**config.mk**
```make
export PLATFORM = sky130hd
export DESIGN_NAME = urm_top
export DESIGN_NICKNAME = d
export VERILOG_FILES = /design/src/hw/urm_pkg.sv /design/src/hw/urm_ser_if.sv /design/src/hw/urm_top.sv /design/src/hw/urm_rx.sv
export SDC_FILE = /design/constraint.sdc
export NUM_CORES = 1
export LEC_CHECK = 0
export ABC_CLOCK_PERIOD_IN_PS = 2250
export BUFFER_PORTS_ARGS = -buffer_cell sky130_fd_sc_hd__buf_4
export CAP_MARGIN = 0
export CORE_UTILIZATION = 40
export CTS_CLUSTER_SIZE = 14
export DETAILED_ROUTE_END_ITERATION = 16
export GPL_TIMING_DRIVEN = 1
export PLACE_DENSITY_LB_ADDON = 0.05
export SETUP_SLACK_MARGIN = 0.15
export SYNTH_ARGS = -nofsm -noshare
export SYNTH_HDL_FRONTEND = slang
export SYNTH_SLANG_ARGS = --single-unit
```
**constraint.sdc**
```tcl
create_clock -name SYS_CLK -period 2.25 [get_ports SYS_CLK]
set_input_delay 0.45 -clock SYS_CLK [delete_from_list [all_inputs] [get_ports SYS_CLK]]
set_output_delay 0.45 -clock SYS_CLK [all_outputs]
set_load 0.05 [all_outputs]
```
**src/hw/urm_pkg.sv**
```systemverilog
// Constants, types and helpers shared by the serial port modules
package urm_pkg;

  // --------------------------------------------------------------------
  // Register indices (byte address is four times the index)
  // --------------------------------------------------------------------
  localparam logic [3:0] IDX_DATA = 4'h0;
  localparam logic [3:0] IDX_IER = 4'h1;
  localparam logic [3:0] IDX_IIR = 4'h2;
  localparam logic [3:0] IDX_LCR = 4'h3;
  localparam logic [3:0] IDX_MCR = 4'h4;
  localparam logic [3:0] IDX_LSR = 4'h5;
  localparam logic [3:0] IDX_MSR = 4'h6;
  localparam logic [3:0] IDX_SCR = 4'h7;
  localparam logic [3:0] IDX_EVT = 4'h8;
  localparam logic [3:0] IDX_MASK = 4'h9;

  // --------------------------------------------------------------------
  // Field positions
  // --------------------------------------------------------------------
  localparam int LCR_DLAB = 7;
  localparam int LCR_SSE = 6;
  localparam int LCR_PFIX = 5;
  localparam int LCR_EPE = 4;
  localparam int LCR_PBE = 3;
  localparam int LCR_MSBE = 2;
  localparam int MCR_LOOP = 4;
  localparam int MCR_IRQEN = 3;
  localparam int MCR_LRI = 2;
  localparam int MCR_RTS = 1;
  localparam int MCR_DTR = 0;
  localparam int EV_RX = 0;
  localparam int EV_TX = 1;
  localparam int EV_LS = 2;
  localparam int EV_MS = 3;
  localparam int MS_CTS = 0;
  localparam int MS_DSR = 1;
  localparam int MS_RI = 2;
  localparam int MS_DCD = 3;

  // --------------------------------------------------------------------
  // Reset values, timing and codes
  // --------------------------------------------------------------------
  localparam logic [7:0] LCR_RST = 8'h00;
  localparam logic [4:0] MCR_RST = 5'h00;
  localparam logic [15:0] DIV_RST = 16'h0001;
  localparam logic [5:0] TICK_BIT = 6'h10;
  localparam logic [5:0] TICK_HALF = 6'h08;
  localparam logic [5:0] TICK_STOP15 = 6'h18;
  localparam logic [5:0] TICK_STOP2 = 6'h20;
  localparam logic [3:0] IIR_NONE = 4'h1;
  localparam logic [3:0] IIR_LS = 4'h6;
  localparam logic [3:0] IIR_RD = 4'h4;
  localparam logic [3:0] IIR_TE = 4'h2;
  localparam logic [3:0] IIR_MS = 4'h0;

  typedef enum logic [2:0] {SER_IDLE, SER_START, SER_DATA, SER_PAR, SER_STOP} urm_ser_t;

  // Index of the last data bit for a length select
  function automatic logic [2:0] urm_last_bit(input logic [1:0] len);
    return {1'b1, len};
  endfunction : urm_last_bit

  // Right-align a character shifted in from the top
  function automatic logic [7:0] urm_align(input logic [7:0] sh, input logic [1:0] len);
    return sh >> (2'h3 - len);
  endfunction : urm_align

  function automatic logic urm_parity(input logic [7:0] d, input logic [1:0] len,
                                      input logic even, input logic fixed);
    logic [7:0] m;
    m = d & (8'hff >> (2'h3 - len));
    if (fixed) begin
      return ~even;
    end
    return even ? ^m : ~^m;
  endfunction : urm_parity

endpackage : urm_pkg

```
**src/hw/urm_ser_if.sv**
```systemverilog
// Link between the register block and the serial receiver
interface urm_ser_if;
  logic tick;
  logic line;
  logic [1:0] len;
  logic par_en;
  logic par_even;
  logic par_fixed;
  logic done;
  logic [7:0] data;
  logic par_err;
  logic stop_err;
  logic silent;
  modport rx (input tick, line, len, par_en, par_even, par_fixed,
              output done, data, par_err, stop_err, silent);
  modport ctl (output tick, line, len, par_en, par_even, par_fixed,
               input done, data, par_err, stop_err, silent);
endinterface : urm_ser_if

```
**src/hw/urm_top.sv**
```systemverilog
// Serial port register block: Wishbone slave, baud generator, transmitter, flags
//
// The Wishbone register port is this design's own decision.
module urm_top
  import urm_pkg::*;
(
  // Clock and reset
  input wire logic SYS_CLK,
  input wire logic RESET_N,
  // Wishbone slave
  input wire logic WB_CYC_I,
  input wire logic WB_STB_I,
  input wire logic WB_WE_I,
  input wire logic [5:2] WB_ADR_I,
  input wire logic [3:0] WB_SEL_I,
  input wire logic [31:0] WB_DAT_I,
  output logic [31:0] WB_DAT_O,
  output logic WB_ACK_O,
  // Serial line
  input wire logic SER_RX_IN,
  output logic SER_TX_OUT,
  // Modem handshake
  input wire logic CTS_N,
  input wire logic DSR_N,
  input wire logic RI_N,
  input wire logic DCD_N,
  output logic DTR_N,
  output logic RTS_N,
  // Interrupt
  output logic IRQ
);

  typedef struct packed {
    logic ack;
    logic [7:0] dat;
    logic [7:0] lcr;
    logic [3:0] ier;
    logic [4:0] mcr;
    logic [7:0] scr;
    logic [15:0] div;
    logic [15:0] bcnt;
    logic tick;
    logic [7:0] receive_buffer;
    logic dr;
    logic oe;
    logic pe;
    logic fe;
    logic bi;
    logic [7:0] thr;
    logic thre;
    urm_ser_t txs;
    logic [7:0] tx_sh;
    logic [2:0] tx_idx;
    logic [5:0] tx_tcnt;
    logic tx_par;
    logic tx_raw;
    logic tx_out;
    logic [3:0] mlev;
    logic [3:0] mdel;
    logic [3:0] evt;
    logic [3:0] mask;
    logic irq;
    logic dtr_n;
    logic rts_n;
  } urm_top_state_t;

  urm_top_state_t s;
  urm_top_state_t n;
  urm_ser_if ser ();

  logic req;
  logic rd;
  logic wr;
  logic dlab;
  logic [3:0] idx;
  logic [7:0] wd;
  logic [7:0] rdata;
  logic [3:0] iir;
  logic [3:0] mnow;
  logic [3:0] ev_set;
  logic [3:0] ev_clr;
  logic [5:0] tx_len;
  logic tx_bit_end;

  // --------------------------------------------------------------------
  // Receiver
  // --------------------------------------------------------------------
  assign ser.tick = s.tick;
  assign ser.line = s.mcr[MCR_LOOP] ? s.tx_raw : SER_RX_IN;
  assign ser.len = s.lcr[1:0];
  assign ser.par_en = s.lcr[LCR_PBE];
  assign ser.par_even = s.lcr[LCR_EPE];
  assign ser.par_fixed = s.lcr[LCR_PFIX];

  urm_rx u_rx (
    .clk(SYS_CLK),
    .rst_n(RESET_N),
    .ser(ser.rx)
  );

  // --------------------------------------------------------------------
  // Bus decode
  // --------------------------------------------------------------------
  // Answer one cycle after the request; ack blocks a second take
  assign req = WB_CYC_I & WB_STB_I & ~s.ack;
  assign rd = req & ~WB_WE_I;
  assign wr = req & WB_WE_I & WB_SEL_I[0];
  assign idx = WB_ADR_I;
  assign wd = WB_DAT_I[7:0];
  assign dlab = s.lcr[LCR_DLAB];

  // Loopback ties the modem inputs to the control outputs
  assign mnow = s.mcr[MCR_LOOP] ? {s.mcr[MCR_IRQEN], s.mcr[MCR_LRI], s.mcr[MCR_DTR], s.mcr[MCR_RTS]}
                                : {~DCD_N, ~RI_N, ~DSR_N, ~CTS_N};

  always_comb begin
    if (s.ier[EV_LS] & (s.oe | s.pe | s.fe | s.bi)) begin
      iir = IIR_LS;
    end else if (s.ier[EV_RX] & s.dr) begin
      iir = IIR_RD;
    end else if (s.ier[EV_TX] & s.thre) begin
      iir = IIR_TE;
    end else if (s.ier[EV_MS] & (|s.mdel)) begin
      iir = IIR_MS;
    end else begin
      iir = IIR_NONE;
    end
  end

  always_comb begin
    case (idx)
      IDX_DATA: rdata = dlab ? s.div[7:0] : s.receive_buffer;
      IDX_IER: rdata = dlab ? s.div[15:8] : {4'h0, s.ier};
      IDX_IIR: rdata = {4'h0, 1'b0, iir[2:0]};
      IDX_LCR: rdata = s.lcr;
      IDX_MCR: rdata = {3'h0, s.mcr};
      IDX_LSR: rdata = {1'b0, s.thre & (s.txs == SER_IDLE), s.thre, s.bi, s.fe, s.pe, s.oe, s.dr};
      IDX_MSR: rdata = {s.mlev, s.mdel};
      IDX_SCR: rdata = s.scr;
      IDX_EVT: rdata = {4'h0, s.evt};
      IDX_MASK: rdata = {4'h0, s.mask};
      default: rdata = 8'h00;
    endcase
  end

  // --------------------------------------------------------------------
  // Next state
  // --------------------------------------------------------------------
  always_comb begin
    n = s;
    ev_set = 4'h0;
    ev_clr = 4'h0;
    n.ack = req;
    if (rd) begin
      n.dat = rdata;
    end

    // Divisor 0 behaves as 1; one tick every div cycles
    if (s.bcnt <= 16'h0001) begin
      n.bcnt = s.div;
      n.tick = 1'b1;
    end else begin
      n.bcnt = s.bcnt - 16'h0001;
      n.tick = 1'b0;
    end

    // Transmitter runs before the bus so a holding write in the load cycle wins
    tx_len = TICK_BIT;
    if (s.txs == SER_STOP && s.lcr[LCR_MSBE]) begin
      tx_len = (s.lcr[1:0] == 2'h0) ? TICK_STOP15 : TICK_STOP2;
    end
    tx_bit_end = s.tick && (s.tx_tcnt == tx_len - 6'h01);
    if (s.txs != SER_IDLE && s.tick) begin
      n.tx_tcnt = s.tx_tcnt + 6'h01;
    end
    if (tx_bit_end) begin
      n.tx_tcnt = 6'h00;
    end
    case (s.txs)
      SER_IDLE: begin
        if (!s.thre) begin
          n.tx_sh = s.thr;
          n.tx_par = urm_parity(s.thr, s.lcr[1:0], s.lcr[LCR_EPE], s.lcr[LCR_PFIX]);
          n.thre = 1'b1;
          ev_set[EV_TX] = 1'b1;
          n.txs = SER_START;
          n.tx_raw = 1'b0;
          n.tx_tcnt = 6'h00;
        end
      end
      SER_START: begin
        if (tx_bit_end) begin
          n.txs = SER_DATA;
          n.tx_raw = s.tx_sh[0];
          n.tx_idx = 3'h0;
        end
      end
      SER_DATA: begin
        if (tx_bit_end) begin
          if (s.tx_idx == urm_last_bit(s.lcr[1:0])) begin
            n.txs = s.lcr[LCR_PBE] ? SER_PAR : SER_STOP;
            n.tx_raw = s.lcr[LCR_PBE] ? s.tx_par : 1'b1;
          end else begin
            n.tx_sh = {1'b0, s.tx_sh[7:1]};
            n.tx_raw = s.tx_sh[1];
            n.tx_idx = s.tx_idx + 3'h1;
          end
        end
      end
      SER_PAR: begin
        if (tx_bit_end) begin
          n.txs = SER_STOP;
          n.tx_raw = 1'b1;
        end
      end
      SER_STOP: begin
        if (tx_bit_end) begin
          n.txs = SER_IDLE;
        end
      end
      default: begin
        n.txs = SER_IDLE;
        n.tx_raw = 1'b1;
      end
    endcase

    // Register writes; offset 2 is write-only control and stores nothing here
    if (wr) begin
      case (idx)
        IDX_DATA: begin
          if (dlab) begin
            n.div[7:0] = wd;
          end else begin
            n.thr = wd;
            n.thre = 1'b0;
          end
        end
        IDX_IER: begin
          if (dlab) begin
            n.div[15:8] = wd;
          end else begin
            n.ier = wd[3:0];
          end
        end
        IDX_LCR: n.lcr = wd;
        IDX_MCR: n.mcr = wd[4:0];
        IDX_SCR: n.scr = wd;
        IDX_EVT: ev_clr = wd[3:0];
        IDX_MASK: n.mask = wd[3:0];
        default: begin
        end
      endcase
    end

    // Read side effects; a flag set in the same cycle survives
    if (rd) begin
      case (idx)
        IDX_DATA: begin
          if (!dlab) begin
            n.dr = 1'b0;
          end
        end
        IDX_LSR: begin
          n.oe = 1'b0;
          n.pe = 1'b0;
          n.fe = 1'b0;
          n.bi = 1'b0;
        end
        IDX_MSR: n.mdel = 4'h0;
        default: begin
        end
      endcase
    end

    // Received character
    if (ser.done) begin
      n.receive_buffer = ser.data;
      // Overrun only if the old character was not read in this same cycle
      ev_set[EV_LS] = n.dr | ser.par_err | ser.stop_err | ser.silent;
      n.oe = n.oe | n.dr;
      n.dr = 1'b1;
      n.pe = n.pe | ser.par_err;
      n.fe = n.fe | ser.stop_err;
      n.bi = n.bi | ser.silent;
      ev_set[EV_RX] = 1'b1;
    end

    // Modem lines
    n.mlev = mnow;
    n.mdel[MS_CTS] = n.mdel[MS_CTS] | (mnow[MS_CTS] ^ s.mlev[MS_CTS]);
    n.mdel[MS_DSR] = n.mdel[MS_DSR] | (mnow[MS_DSR] ^ s.mlev[MS_DSR]);
    n.mdel[MS_RI] = n.mdel[MS_RI] | (s.mlev[MS_RI] & ~mnow[MS_RI]);
    n.mdel[MS_DCD] = n.mdel[MS_DCD] | (mnow[MS_DCD] ^ s.mlev[MS_DCD]);
    ev_set[EV_MS] = |(mnow ^ s.mlev);

    // Events win over a write-one clear in the same cycle
    n.evt = (s.evt & ~ev_clr) | ev_set;
    n.irq = |(n.evt & n.mask);

    // Break holds the line low; loopback keeps the pins idle
    n.tx_out = n.mcr[MCR_LOOP] | (~n.lcr[LCR_SSE] & n.tx_raw);
    n.dtr_n = n.mcr[MCR_LOOP] | ~n.mcr[MCR_DTR];
    n.rts_n = n.mcr[MCR_LOOP] | ~n.mcr[MCR_RTS];

    if (!RESET_N) begin
      n = '0;
      n.lcr = LCR_RST;
      n.mcr = MCR_RST;
      n.div = DIV_RST;
      n.thre = 1'b1;
      n.tx_raw = 1'b1;
      n.tx_out = 1'b1;
      n.dtr_n = 1'b1;
      n.rts_n = 1'b1;
    end
  end

  always_ff @(posedge SYS_CLK) begin
    s <= n;
  end

  // --------------------------------------------------------------------
  // Outputs
  // --------------------------------------------------------------------
  assign WB_ACK_O = s.ack;
  assign WB_DAT_O = {24'h000000, s.dat};
  assign SER_TX_OUT = s.tx_out;
  assign DTR_N = s.dtr_n;
  assign RTS_N = s.rts_n;
  assign IRQ = s.irq;
endmodule : urm_top

```
**src/hw/urm_rx.sv**
```systemverilog
// Serial receiver with sixteen-times oversampling
module urm_rx
  import urm_pkg::*;
(
  // Clock and reset
  input wire logic clk,
  input wire logic rst_n,
  // Receiver link
  urm_ser_if.rx ser
);

  typedef struct packed {
    urm_ser_t st;
    logic [5:0] tcnt;
    logic [2:0] idx;
    logic [7:0] sh;
    logic prev;
    logic silent;
    logic done;
    logic [7:0] data;
    logic perr;
    logic ferr;
    logic brk;
  } urm_rx_state_t;

  urm_rx_state_t s;
  urm_rx_state_t n;
  logic samp;

  // --------------------------------------------------------------------
  // Next state
  // --------------------------------------------------------------------
  always_comb begin
    n = s;
    n.done = 1'b0;
    n.prev = ser.line;
    samp = 1'b0;
    if (s.st != SER_IDLE && ser.tick) begin
      n.tcnt = s.tcnt + 6'h01;
      samp = (s.st == SER_START) ? (s.tcnt == TICK_HALF - 6'h01) : (s.tcnt == TICK_BIT - 6'h01);
    end
    if (samp) begin
      n.tcnt = 6'h00;
    end
    case (s.st)
      SER_IDLE: begin
        // Falling edge only, so a held-low line cannot restart a frame
        if (s.prev && !ser.line) begin
          n.st = SER_START;
          n.tcnt = 6'h00;
        end
      end
      SER_START: begin
        if (samp) begin
          n.st = ser.line ? SER_IDLE : SER_DATA;
          n.idx = 3'h0;
          n.silent = 1'b1;
          n.perr = 1'b0;
        end
      end
      SER_DATA: begin
        if (samp) begin
          n.sh = {ser.line, s.sh[7:1]};
          n.silent = s.silent & ~ser.line;
          n.idx = s.idx + 3'h1;
          if (s.idx == urm_last_bit(ser.len)) begin
            n.st = ser.par_en ? SER_PAR : SER_STOP;
          end
        end
      end
      SER_PAR: begin
        if (samp) begin
          n.perr = ser.line != urm_parity(urm_align(s.sh, ser.len), ser.len, ser.par_even, ser.par_fixed);
          n.silent = s.silent & ~ser.line;
          n.st = SER_STOP;
        end
      end
      SER_STOP: begin
        if (samp) begin
          n.ferr = ~ser.line;
          n.brk = s.silent & ~ser.line;
          n.data = urm_align(s.sh, ser.len);
          n.done = 1'b1;
          n.st = SER_IDLE;
        end
      end
      default: begin
        n.st = SER_IDLE;
      end
    endcase
    if (!rst_n) begin
      n = '0;
      n.prev = 1'b1;
    end
  end

  always_ff @(posedge clk) begin
    s <= n;
  end

  assign ser.done = s.done;
  assign ser.data = s.data;
  assign ser.par_err = s.perr;
  assign ser.stop_err = s.ferr;
  assign ser.silent = s.brk;
endmodule : urm_rx

```
======== After elaboration in Yosys (flattened, before gate mapping) ========
Index checks and enable logic that the tools add are counted.
storage, ports and cells
  word-level logic and storage cells ...... 285
  input bits .............................. 50
  register bits ........................... 165
  output and inout port bits .............. 37
operators by class
  bitwise gates (word level) .............. 54
  mux-type cells .......................... 96
  equality and inequality tests ........... 37
  order comparisons ....................... 1
  add/sub/neg operators ................... 7
  reduce and logical (&&, ||, !) cells .... 43
  shift operators ......................... 2
operators with widths
  operator                                                                            number
  8-bit case mux with 10 select lines                                                 1
  8-bit two-way mux                                                                   8
  6-bit two-way mux                                                                   7
  4-bit two-way mux                                                                   10
  40-bit two-way mux                                                                  1
  3-bit two-way mux                                                                   12
  1-bit two-way mux                                                                   35
  11-bit two-way mux                                                                  3
  3-bit case mux with 5 select lines                                                  2
  3-bit AND reduction                                                                 7
  9-bit two-way mux                                                                   2
  17-bit two-way mux                                                                  1
  1-bit bitwise OR                                                                    17
  8-bit bitwise AND                                                                   2
  4-bit by 3-bit equality test with 1-bit output (second input constant)              4
  16-bit by 1-bit less-or-equal comparator with 1-bit output (second input constant)  1
  8-bit case mux with 2 select lines                                                  1
  8-bit XNOR reduction                                                                2
  8-bit parity                                                                        2
  16-bit by 1-bit subtractor with 16-bit output (second input constant)               1
  5-bit two-way mux                                                                   3
  14-bit two-way mux                                                                  1
  7-bit two-way mux                                                                   2
  2-bit by 1-bit inequality test with 1-bit output (second input constant)            7
  other kinds (41)                                                                    108

======== Logic depth before layout (Yosys ltp) ========
Gate-level depths: netlist of run 1.
  depth after elaboration ................. 11
  depth in mapped cells ................... 8
  depth with buffers taken out ............ 8

======== By module ========
From an unflattened synthesis of run 1, not the netlist that was laid out.
second synthesis, totals
  cell total of the unflattened synthesis .. 976
  area total of the unflattened synthesis .. 8272.9 sq um
modules (own cells, without submodules)
  module   sequential area each (sq um)  cells an instance  area each (sq um)  instances
  urm_top  2622.5                        755                6408.6             1
  urm_rx   680.7                         221                1864.3             1

======== Least setup slack after synthesis of run 1 ========
No wires, ideal clock.
  path type ............................... register to register
  from .................................... register s, in the netlist WB_ACK_O
  to ...................................... register s, in the netlist IRQ
  slack ................................... -0.225 ns
  data required time ...................... 2.130 ns
  setup time .............................. 0.120 ns
  buffers on the path ..................... 1
  data arrival time ....................... 2.355 ns
  cell stages (with the launch flop) ...... 8
  period minus slack after synthesis ...... 2.475 ns
  cell sequence ........................... dfxtp_1 > or4bb_1 > buf_2 > o31a_1 > or4_1 > a22oi_1 > nor2_1 > o31a_1
between the ends
  longest elaborated chain between the ends .. 11
  elaborated cells on any way between the ends .. 17
  classes of those cells .................. 4 x mux; 12 x bitwise; 1 x reduce/logical
ends and longest elaborated chain
  what                            line            text
  from (decl)                     urm_top.sv:67   urm_top_state_t s;
  from (signal assigned)          urm_top.sv:319  s <= n;
  1-bit inverter (*)              urm_top.sv:105  assign req = WB_CYC_I & WB_STB_I & ~s.ack;
  1-bit bitwise AND (*)           urm_top.sv:105
  1-bit bitwise AND               urm_top.sv:106  assign rd = req & ~WB_WE_I;
  5-bit two-way mux               urm_top.sv:256  if (rd) begin
  1-bit bitwise OR (3 in series)  urm_top.sv:279  ev_set[EV_LS] = n.dr | ser.par_err | ser.stop_err | ser.silent;
  1-bit two-way mux               urm_top.sv:276  if (ser.done) begin
  4-bit bitwise OR                urm_top.sv:297  n.evt = (s.evt & ~ev_clr) | ev_set;
  4-bit bitwise AND (*)           urm_top.sv:298  n.irq = |(n.evt & n.mask);
  4-bit OR reduction (*)          urm_top.sv:298
Every way passes the cells marked *; elsewhere a longest branch is shown, timed or not.
A chain may end at the register's enable or synchronous reset.

======== Final worst setup path of run 1 ========
Same ends and word-level chain as after synthesis.

==> results of run 1 <==
==> how the worst min path moves through the flow <==
| stage | from | slack (ns) | cells past startpoint | end |
|---|---|---|---|---|
| final | WB_CYC_I | 0.32 | 3 | WB_ACK_O |
| after CTS | WB_CYC_I | 0.30 | 3 | WB_ACK_O |
| after global placement | WB_DAT_O[3] | 0.45 | 2 | WB_DAT_O[3] |
| after detailed placement | WB_DAT_O[1] | 0.45 | 2 | WB_DAT_O[1] |
| after floorplan | u_rx.ser.data[0] | 0.43 | 2 | u_rx.ser.data[0] |
| after global routing | WB_STB_I | 0.33 | 3 | WB_ACK_O |
==> logic make-up (layout without fill, tap and decap cells) <==
| family | after synthesis | after routing | synth area share (%) |
|---|---|---|---|
| flops | 165 | 165 | 40.41 |
| compound gates | 159 | 159 | 12.98 |
| buf+inv | 103 | 155 | 6.413 |
| simple gates | 373 | 374 | 21.45 |
| xor+xnor | 38 | 38 | 4.408 |
| mux | 106 | 106 | 13.23 |
| other cells | 1 | 24 | 0.04588 |
| fa+ha+maj | 7 | 7 | 1.071 |
==> cell usage after synthesis, drive strengths merged, types with 3 or more instances <==
library cell and number:
nor3b 8, mux2i 99, xnor2 20, xor2 16, nand3 22, ha 7, mux2 6, buf 48
nor2b 13, a21boi 6, nor3 25, a311oi 11, clkbuf 43, or4 3, o21ai 27, o21a 5
nand4 7, o22ai 3, a211oi 15, nor2 161, dfxtp 165, nand3b 6, a21oi 46, and2 7
or3 3, o41ai 5, and3 7, a22oi 12, nand2 81, nand2b 11, inv 12, o31ai 4
nor4 8
==> critical path, delay by kind of cell, from the launching register on <==
kind | cells | cell delay [ns]
AOI/OAI and AO/OA | 3 | 0.72
DFF | 1 | 0.32
and+or+nand+nor | 3 | 1.03
==> placed cells by master (no fill, tap or decap), types with 4 or more instances in the layout <==
cell type and n:
dfxtp_1 161, nor2_1 160, buf_4 106, mux2i_1 96, nand2_1 79, a21oi_1 45, o21ai_0 26, nor3_1 24
conb_1 24, nand3_1 21, xnor2_1 20, clkbuf_16 17, xor2_1 16, a211oi_1 13, nor2b_1 12, inv_1 11
nand2b_1 11, a22oi_1 11, a311oi_1 11, and3_1 7, nor3b_1 7, nand4_1 7, and2_1 7, ha_1 7
nor4_1 6, mux2_2 6, nand3b_1 6, o41ai_1 5, o21a_1 5, a21boi_0 5, clkinvlp_4 5, o31ai_1 4
==> what timing repair did <==
action	CTS	global route
resized for setup	7	21
endpoints found under the setup margin	18	40
cloned	0	2
setup buffers	2	2
pin swaps	4	5
==> flip-flops by register name, indices dropped and copies added, names as in the netlist <==
register,cells
DTR_N,1
SER_TX_OUT,1
u_rx.s,22
u_rx.ser.done,1
u_rx.ser.stop_err,1
s,116
u_rx.ser.silent,1
IRQ,1
WB_ACK_O,1
RTS_N,1
dlab,1
u_rx.ser.par_err,1
ser.tick,1
WB_DAT_O,8
u_rx.ser.data,8
==> final cells by class <==
class	instances	area, µm²	share of cell area [%]
timing repair buffer	111	875.8	9.023
clock inverter	14	147.6	1.521
clock buffer	18	429.2	4.421
sequential	165	3311	34.11
multi-input combinational	708	4564	47.02
inverter	12	47.55	0.4898
tap	265	331.6	3.416
==> metal layers <==
layer	vias up	share of wire (%)	track usage, %
met4	0	1.4	7.128
met1	3412	47	29.65
li1	3414	-	-
met5	-	0	0
met3	21	3.1	3.585
met2	145	49	38.68
==> power by group through the flow <==
stage	Sequential, mW	Clock, mW	Combinational (mW)
finish	3.23	2.89	1.33
global placement	3.27	0	1.26
floorplan	3.25	0	1.00
CTS	3.22	2.95	1.31
detailed placement	3.28	0	1.30
global route	3.25	3.08	1.48
==> per-stage QoR <==
step                      utilization, %  setup slack [ns]  hold slack (ns)  cell area (µm²)  cells
after floorplan                        -           -0.1440           0.4315             8287    975
after CTS                          48.62           0.04130           0.3038             9587   1289
after detailed placement           45.39           -0.2652           0.4521             8950   1255
after global routing               49.23         -0.003536           0.3280             9707   1293
final                              49.23           0.07273           0.3153             9707   1293
after global placement             45.39           -0.2133           0.4470             8950   1255
==> key figures, run 1 <==
Global route
  • Vias in the first global route: between 6000 and 7000
  • Initial antenna violation count: 0
  • Grt ovf: 0
  • Global-route wire length before repair: 37940 µm
  • Largest net degree at the start of global routing: 53
  • GRT Total Usage: 22.85%

Timing
  • Slew Viols, Final: 0
  • Tmin final: about 2.2 ns
  • Rel. slew slack: approximately three fifths
  • Period utilization: a little over nine tenths
  • TNS Setup: 0 ns
  • Setup Skew: between 0.008 and 0.009 ns
  • Fin. Hold Viols: 0
  • RSZ-0062 raised after global routing: yes
  • Slew @ Worst Pin: 0.6063 ns
  • Fmax achieved: about 460 MHz
  • # setup viols final: 0

Pwr
  • PnR Total Power: 7.440 mW
  • Combinational share of power: between 10% and 20%
  • Switching share of power: 30.89%
  • Cell Pwr Density: between 700 and 800 mW/mm²
  • Switching power total: between 2 and 2.5 mW
  • Pleak: around 3.6 nW
  • Clock power frac: between 30% and 40%
  • Peak supply drop: between 0.4 and 0.5 mV
  • Sequential Power Share: around 43%
  • Cell Int Power: just over 5 mW

Worst setup path
  • Worst setup startpoint: WB_ACK_O
  • Reg2reg start: WB_ACK_O
  • Critical Path Slowest Stage Cell: or4bb_4
  • CP required: ~2.6 ns
  • Crit Path Max Fanout: 2
  • CP dominant cell by count: o31a_1
  • Crit Path Category: register to register
  • Reg2reg path depth: 6
  • Critical path endpoint: IRQ
  • Startpoint types: register
  • Cell Chain, Critical Path: or4bb_4 -> o31a_1 -> or4_4 -> a22oi_2 -> nor2_1 -> o31a_1
  • Worst R2R End: IRQ
  • Flop2flop setup slack: 0.07 ns
  • Worst path max stage delay: ~0.53 ns
  • CP endpoint kind: register
  • Critical path arrival: about 2.5 ns

Floorplan
  • Die W: roughly 140 µm
  • Die ar.: around 0.021 mm²
  • Die Ht: approximately 140 µm
  • I/O pins: between 80 and 90
  • Starting Density: approximately two fifths
  • Core area: just under 0.02 mm²
  • # rows: around 50

Detailed routing
  • Vias: roughly 7000
  • Per-cell routed wire length: about 18 µm
  • DR vias/cell: ~5.4
  • Total wire length: ~23000 µm
  • DR pass1 iterations: 5
  • # DRC: 0
  • Antenna Nets Post-Route: 0
  • Starting DRT DRC Count: between 300 and 400

Worst hold path
  • Hold Crit Class: primary input to register

Synth
  • Library cells used by synthesis: 74
  • Syn. warnings: 0
  • Post-synth top area cell: dfxtp_1
  • Top FF cell, synth: dfxtp_1
  • Top cells by area, synth: dfxtp_1 40%, mux2i_1 12%, nor2_1 7.3%
  • Ys async rst share: 0%
  • Number of flops mapped to enable cells by yosys: 0
  • Cells after Synth: around 950
  • Synthesis-stage register bit count: between 150 and 200
  • Sequential area share after synthesis: between 40% and 50%
  • Synthesized area: between 0.008 and 0.009 mm²
  • Avg Cell Area, Syn: about 8.6 µm²
  • Yosys top cell area share: about two fifths

Final layout
  • Layout cells sized above 1: 17.90%
  • Layout fillers: 1893
  • Nets: 1072
  • Area Growth Syn to Fin: 18.75%
  • Inserted Diodes: 0

Clock tree
  • Clk slew on worst S/H paths: approximately 0.07 ns
  • Root Buffer: clkbuf_16
  • Clock Latency Late Sink: around 0.43 ns
  • Clock sinks: between 150 and 200
  • CTS hold repair buffers: 0
  • CTS tree: done
  • Clock buffer depth: 2
  • H-tree depth: 4
  • CTS buffer count: 17

Status
  • Status: finished clean

Placed design
  • DP HPWL: approximately 17000 µm
  • GPL Wtd Cong: 0.9054
  • Port Buffer Count: 35

Flow run
  • MaxCap Viol Count: 0
Power figures use the tool's default switching activity.
==> inputs of run 2 (changes only) <==
- CORE_UTILIZATION: 40 -> 47
==> run 2 against run 1 <==
Total power rose by 0.67%. Cell area shrank 0.12%. Cell count is 3.3% lower. Combinational power hardly changed. Sequential share of layout area up 0.053 points. First-iteration DRC count down 0.51%. Sequential cell count is the same.
==> key figures, run 2 (synthesis results as in run 1) <==
Clock tree
  • Clock sinks: ~170
  • Clk slew on worst S/H paths: about 0.060 ns
  • Root Buffer: clkbuf_16
  • Clock buffer depth: 2
  • CTS hold repair buffers: 0
  • H-tree depth: 4
  • CTS tree: done
  • Clock Latency Late Sink: about 0.42 ns
  • CTS buffer count: 17

Timing
  • Fmax achieved: ~450 MHz
  • # setup viols final: 0
  • Setup Skew: approximately 0.0066 ns
  • Period utilization: between 90 and 100%
  • TNS Setup: 0 ns
  • Worst setup margin: roughly 0.038 ns
  • Slew Viols, Final: 0
  • Fin. Hold Viols: 0
  • RSZ-0062 raised after global routing: yes
  • Rel. slew slack: a little over half
  • Tmin final: 2.212 ns
  • Slew @ Worst Pin: about 0.70 ns

Final layout
  • Nets: ~1100
  • Storage cell area: around 0.0033 mm²
  • Top flop regs: s x116, u_rx.s x22
  • Layout cells sized above 1: roughly 18%
  • Multi-input logic area: roughly 0.0046 mm²
  • Inserted Diodes: 0
  • Most frequent cells in the layout: 159 x nor2_1, 158 x dfxtp_1, 106 x buf_4
  • Commonest non-fill, non-tap cell in the layout: nor2_1
  • Layout fillers: ~1600
  • Area Growth Syn to Fin: 18.61%
  • Top reg by flops: s
  • Largest register FFs: between 100 and 150

Placed design
  • DP HPWL: ~17000 µm
  • Place WS: -0.2503 ns
  • GPL Wtd Cong: just under 1
  • Port Buffer Count: 35

Floorplan
  • Die ar.: about 0.018 mm²
  • Starting Density: roughly half
  • Die Ht: around 130 µm
  • Core area: 0.01676 mm²
  • # rows: 47
  • I/O pins: between 80 and 90
  • Die W: 133.9 µm

Worst setup path
  • Critical Path Slowest Stage Cell: or4bb_1
  • Crit Path Max Fanout: 2
  • Crit path buf inv count: 0
  • CP required: 2.56 ns
  • Worst setup startpoint: WB_ACK_O
  • CP endpoint kind: register
  • Crit Path Category: register to register
  • Worst path max stage delay: 0.53 ns
  • Reg2reg start: WB_ACK_O
  • CP dominant cell by count: o31a_1
  • Startpoint types: register
  • CP top delay family: simple AND/OR/NAND/NOR gates
  • Cell Chain, Critical Path: or4bb_1 -> o31a_1 -> or4_4 -> a22oi_2 -> nor2_1 -> o31a_1
  • Critical path arrival: 2.52 ns

Global route
  • Grt ovf: 0
  • Largest net degree at the start of global routing: 60
  • Vias in the first global route: about 6600
  • Initial antenna violation count: 0
  • Global-route wire length before repair: ~36000 µm
  • GRT Total Usage: approximately a quarter

Status
  • Status: finished clean

Detailed routing
  • Antenna Nets Post-Route: 0
  • Vias: between 7000 and 8000
  • Total wire length: 23200 µm
  • Per-cell routed wire length: 18.56 µm
  • Starting DRT DRC Count: between 300 and 400
  • DR vias/cell: between 5 and 6
  • # DRC: 0
  • DR pass1 iterations: 5

Flow run
  • MaxCap Viol Count: 0

Pwr
  • Peak supply drop: 0.5253 mV
  • Cell Pwr Density: between 700 and 800 mW/mm²
  • Pleak: 3.654 nW

Worst hold path
  • Hold Crit Class: primary input to register
  • Hold_sp: WB_CYC_I
## run 2: what timing repair did
item                       4_1_cts  5_1_grt
setup endpoints to repair       14       28
gates cloned                     0        0
buffers inserted                 4        6
pin swaps                        3       11
gates resized for setup          8       23
## run 2: path summary, 6_finish.rpt
path                  to  cells after the start  slack [ns]
min             WB_ACK_O                      3        0.32
max reg2reg          IRQ                      6        0.04
max                  IRQ                      6        0.04
min reg2reg  WB_DAT_O[1]                      2        0.45
## run 2: tightest hold or removal path, delay by kind of cell
family	cells	cell delay, ns
AND/OR/NAND/NOR	2	0.14
buffers and inverters	1	0.12
## run 2: stage by stage
step           cell area [µm²]  instances  power (mW)  utilization [%]  hold slack, ns
3_5_place_dp              8904       1208       4.578            53.12          0.4487
6_report                  9696       1250       7.490            57.85          0.3193
2_1_floorplan             8287        975       4.245                -          0.4315
4_1_cts                   9562       1244       7.490            57.05          0.3095
5_1_grt                   9696       1250       7.815            57.85          0.3291
3_3_place_gp              8904       1208       4.527            53.12          0.4452
## run 2: report_power, final
part | switching, mW | internal, mW | total, mW
Clock | 1.24 | 1.68 | 2.92
Combinational | 0.819 | 0.515 | 1.33
Sequential | 0.155 | 3.08 | 3.24
## run 2: layer usage
metal  track usage (%)  vias to the layer above  part of all wire (%)
li1                  -                     3416                     -
met3             5.140                       34                   4.3
met5                 0                        -                     0
met4             8.018                        0                   2.0
met1             33.68                     3430                    45
met2             44.82                      179                    49
## run 2: cell type report
type	count	area share (%)
tap	220	2.839
timing repair buffer	114	9.433
sequential	165	34.16
inverter	12	0.4904
clock buffer	19	4.568
clock inverter	13	1.510
multi-input combinational	707	47.00
==> inputs of run 3 (changes only) <==
- CORE_ASPECT_RATIO: default -> 1.25
- CORE_MARGIN: default -> 2
==> run 3 against run 2 <==
Sequential cell count unchanged. Setup slack better by 0.031 ns. Sequential power about the same. Combinational power about the same. Fmax up 1.4%. Total power down 1.5%. Clock skew up 0.0034 ns. Cell area down 0.23%. Wire length down 2.8%. Count of clock-buffer cells in the layout up 2. Via count down 2.5%.
==> key figures, run 3 (synthesis results as in run 1) <==
Status
  • Status: finished clean

Global route
  • Vias in the first global route: roughly 6700
  • Largest net degree at the start of global routing: 35
  • Global-route wire length before repair: 35670 µm
  • GRT Total Usage: 25.13%
  • Initial antenna violation count: 0
  • Grt ovf: 0

Final layout
  • Final Non-Filler Cells: roughly 1200
  • Multi-input logic area: around 0.0046 mm²
  • Area Growth Syn to Fin: 18.34%
  • Top flop regs: s x116, u_rx.s x22
  • Nets: 1072
  • Inserted Diodes: 0
  • Layout fillers: 1562
  • Most frequent cells in the layout: 160 x dfxtp_1, 160 x nor2_1, 107 x buf_4
  • Top reg by flops: s
  • Storage cell area: ~0.0033 mm²
  • Layout cells sized above 1: between 10% and 20%
  • Post-layout util: 57.20%
  • Largest register FFs: around 120

Floorplan
  • Die Ht: 151.4 µm
  • Die W: about 120 µm
  • # rows: 53
  • Starting Density: between 40% and 50%
  • I/O pins: slightly below 90
  • Die ar.: between 0.015 and 0.02 mm²
  • Core area: approximately 0.017 mm²

Timing
  • Slew @ Worst Pin: approximately 0.62 ns
  • Tmin final: about 2.2 ns
  • TNS Setup: 0 ns
  • Worst setup margin: 0.06860 ns
  • Setup Skew: around 0.01 ns
  • Rel. slew slack: ~58%
  • Slew Viols, Final: 0
  • RSZ-0062 raised after global routing: yes
  • # setup viols final: 0
  • Fmax achieved: ~460 MHz
  • Fin. Hold Viols: 0
  • Period utilization: between 90% and 100%

Clock tree
  • Clk slew on worst S/H paths: 0.06 ns
  • Clock sinks: about 170
  • CTS buffer count: 17
  • Clock buffer depth: 2
  • Clock Latency Late Sink: ~0.43 ns
  • Root Buffer: clkbuf_16
  • CTS hold repair buffers: 0
  • CTS tree: done
  • H-tree depth: 4

Worst setup path
  • Worst R2R End: IRQ
  • Startpoint types: register
  • Flop2flop setup slack: ~0.069 ns
  • Reg2reg path depth: 6
  • CP required: 2.57 ns
  • Crit Path Category: register to register
  • CP endpoint kind: register
  • Crit Path Max Fanout: 4
  • Reg2reg start: WB_ACK_O
  • Critical path arrival: around 2.5 ns

Detailed routing
  • DR vias/cell: about 5.5
  • Starting DRT DRC Count: 406
  • Vias: between 6000 and 7000
  • # DRC: 0
  • Per-cell routed wire length: about 18 µm
  • DR pass1 iterations: 5
  • Antenna Nets Post-Route: 0
  • Total wire length: ~23000 µm

Worst hold path
  • Hold_sp: WB_CYC_I
  • Hold depth: 3
  • Min-Delay Endpoint: WB_ACK_O
  • Hold Crit Class: primary input to register

Pwr
  • Pleak: around 3.7 nW
  • Sequential Power Share: 43.7%
  • Clock power frac: about two fifths
  • Combinational share of power: roughly 18%
  • Cell Int Power: about 5.2 mW
  • Switching power total: roughly 2.1 mW
  • PnR Total Power: around 7.4 mW
  • Switching share of power: a little under 30%
  • Cell Pwr Density: around 760 mW/mm²
  • Peak supply drop: 0.4378 mV

Placed design
  • GPL Wtd Cong: approximately 0.94
  • DP HPWL: 16520 µm
  • Place WS: -0.2117 ns
  • Port Buffer Count: 35
  • Placed cell count: 1211

Flow run
  • MaxCap Viol Count: 0
## run 3: how the worst max path moves through the flow
stage                start  cells past startpoint  end  slack (ns)
2_1_floorplan  WB_ADR_I[5]                      8  IRQ       -0.14
3_3_place_gp       WB_WE_I                      7  IRQ       -0.20
3_5_place_dp       WB_WE_I                      7  IRQ       -0.21
4_1_cts           WB_ACK_O                      6  IRQ        0.06
5_1_grt           WB_ACK_O                      6  IRQ      -0.004
6_report          WB_ACK_O                      6  IRQ        0.07
## run 3: power by group through the flow
stage               clock network [mW]  registers [mW]  logic [mW]
floorplan                            0            3.25        1.00
global placement                     0            3.27        1.28
detailed placement                   0            3.28        1.29
CTS                               2.89            3.22        1.30
global route                      3.01            3.25        1.46
finish                            2.83            3.22        1.32
## run 3: area by class of cell
cell class                 count  share of cell area (%)
multi-input combinational    707                   47.21
sequential                   165                   34.21
timing repair buffer         112                   9.248
clock buffer                  21                   4.967
tap                          220                   2.846
clock inverter                11                   1.022
inverter                      12                  0.4915
## run 3: critical path: stages, from the launching register on
cell	delay (ns)
dfxtp_2	0.33
or4bb_1	0.52
o31a_1	0.31
or4_4	0.42
a22oi_2	0.18
nor2_1	0.07
o31a_1	0.23
## run 3: timing repair
action / CTS / global route
pin swaps: 6 / 1
buffers inserted: 4 / 1
setup endpoints to repair: 24 / 17
gates resized for setup: 10 / 17
## run 3: stage by stage
stage / hold WS [ns] / cell area [µm²]
detailed placement: 0.4493 / 8914
floorplan: 0.4315 / 8287
global route: 0.3334 / 9673
finish: 0.3100 / 9673
CTS: 0.2982 / 9574
global placement: 0.4488 / 8914
## run 3: metal layers
metal | track usage (%) | up-vias | wire length [µm]
met3 | 4.029 | 38 | 757
met2 | 43.80 | 146 | 11110
li1 | - | 3414 | -
met1 | 31.17 | 3285 | 10060
met4 | 9.253 | 0 | 631
met5 | 0 | - | 0
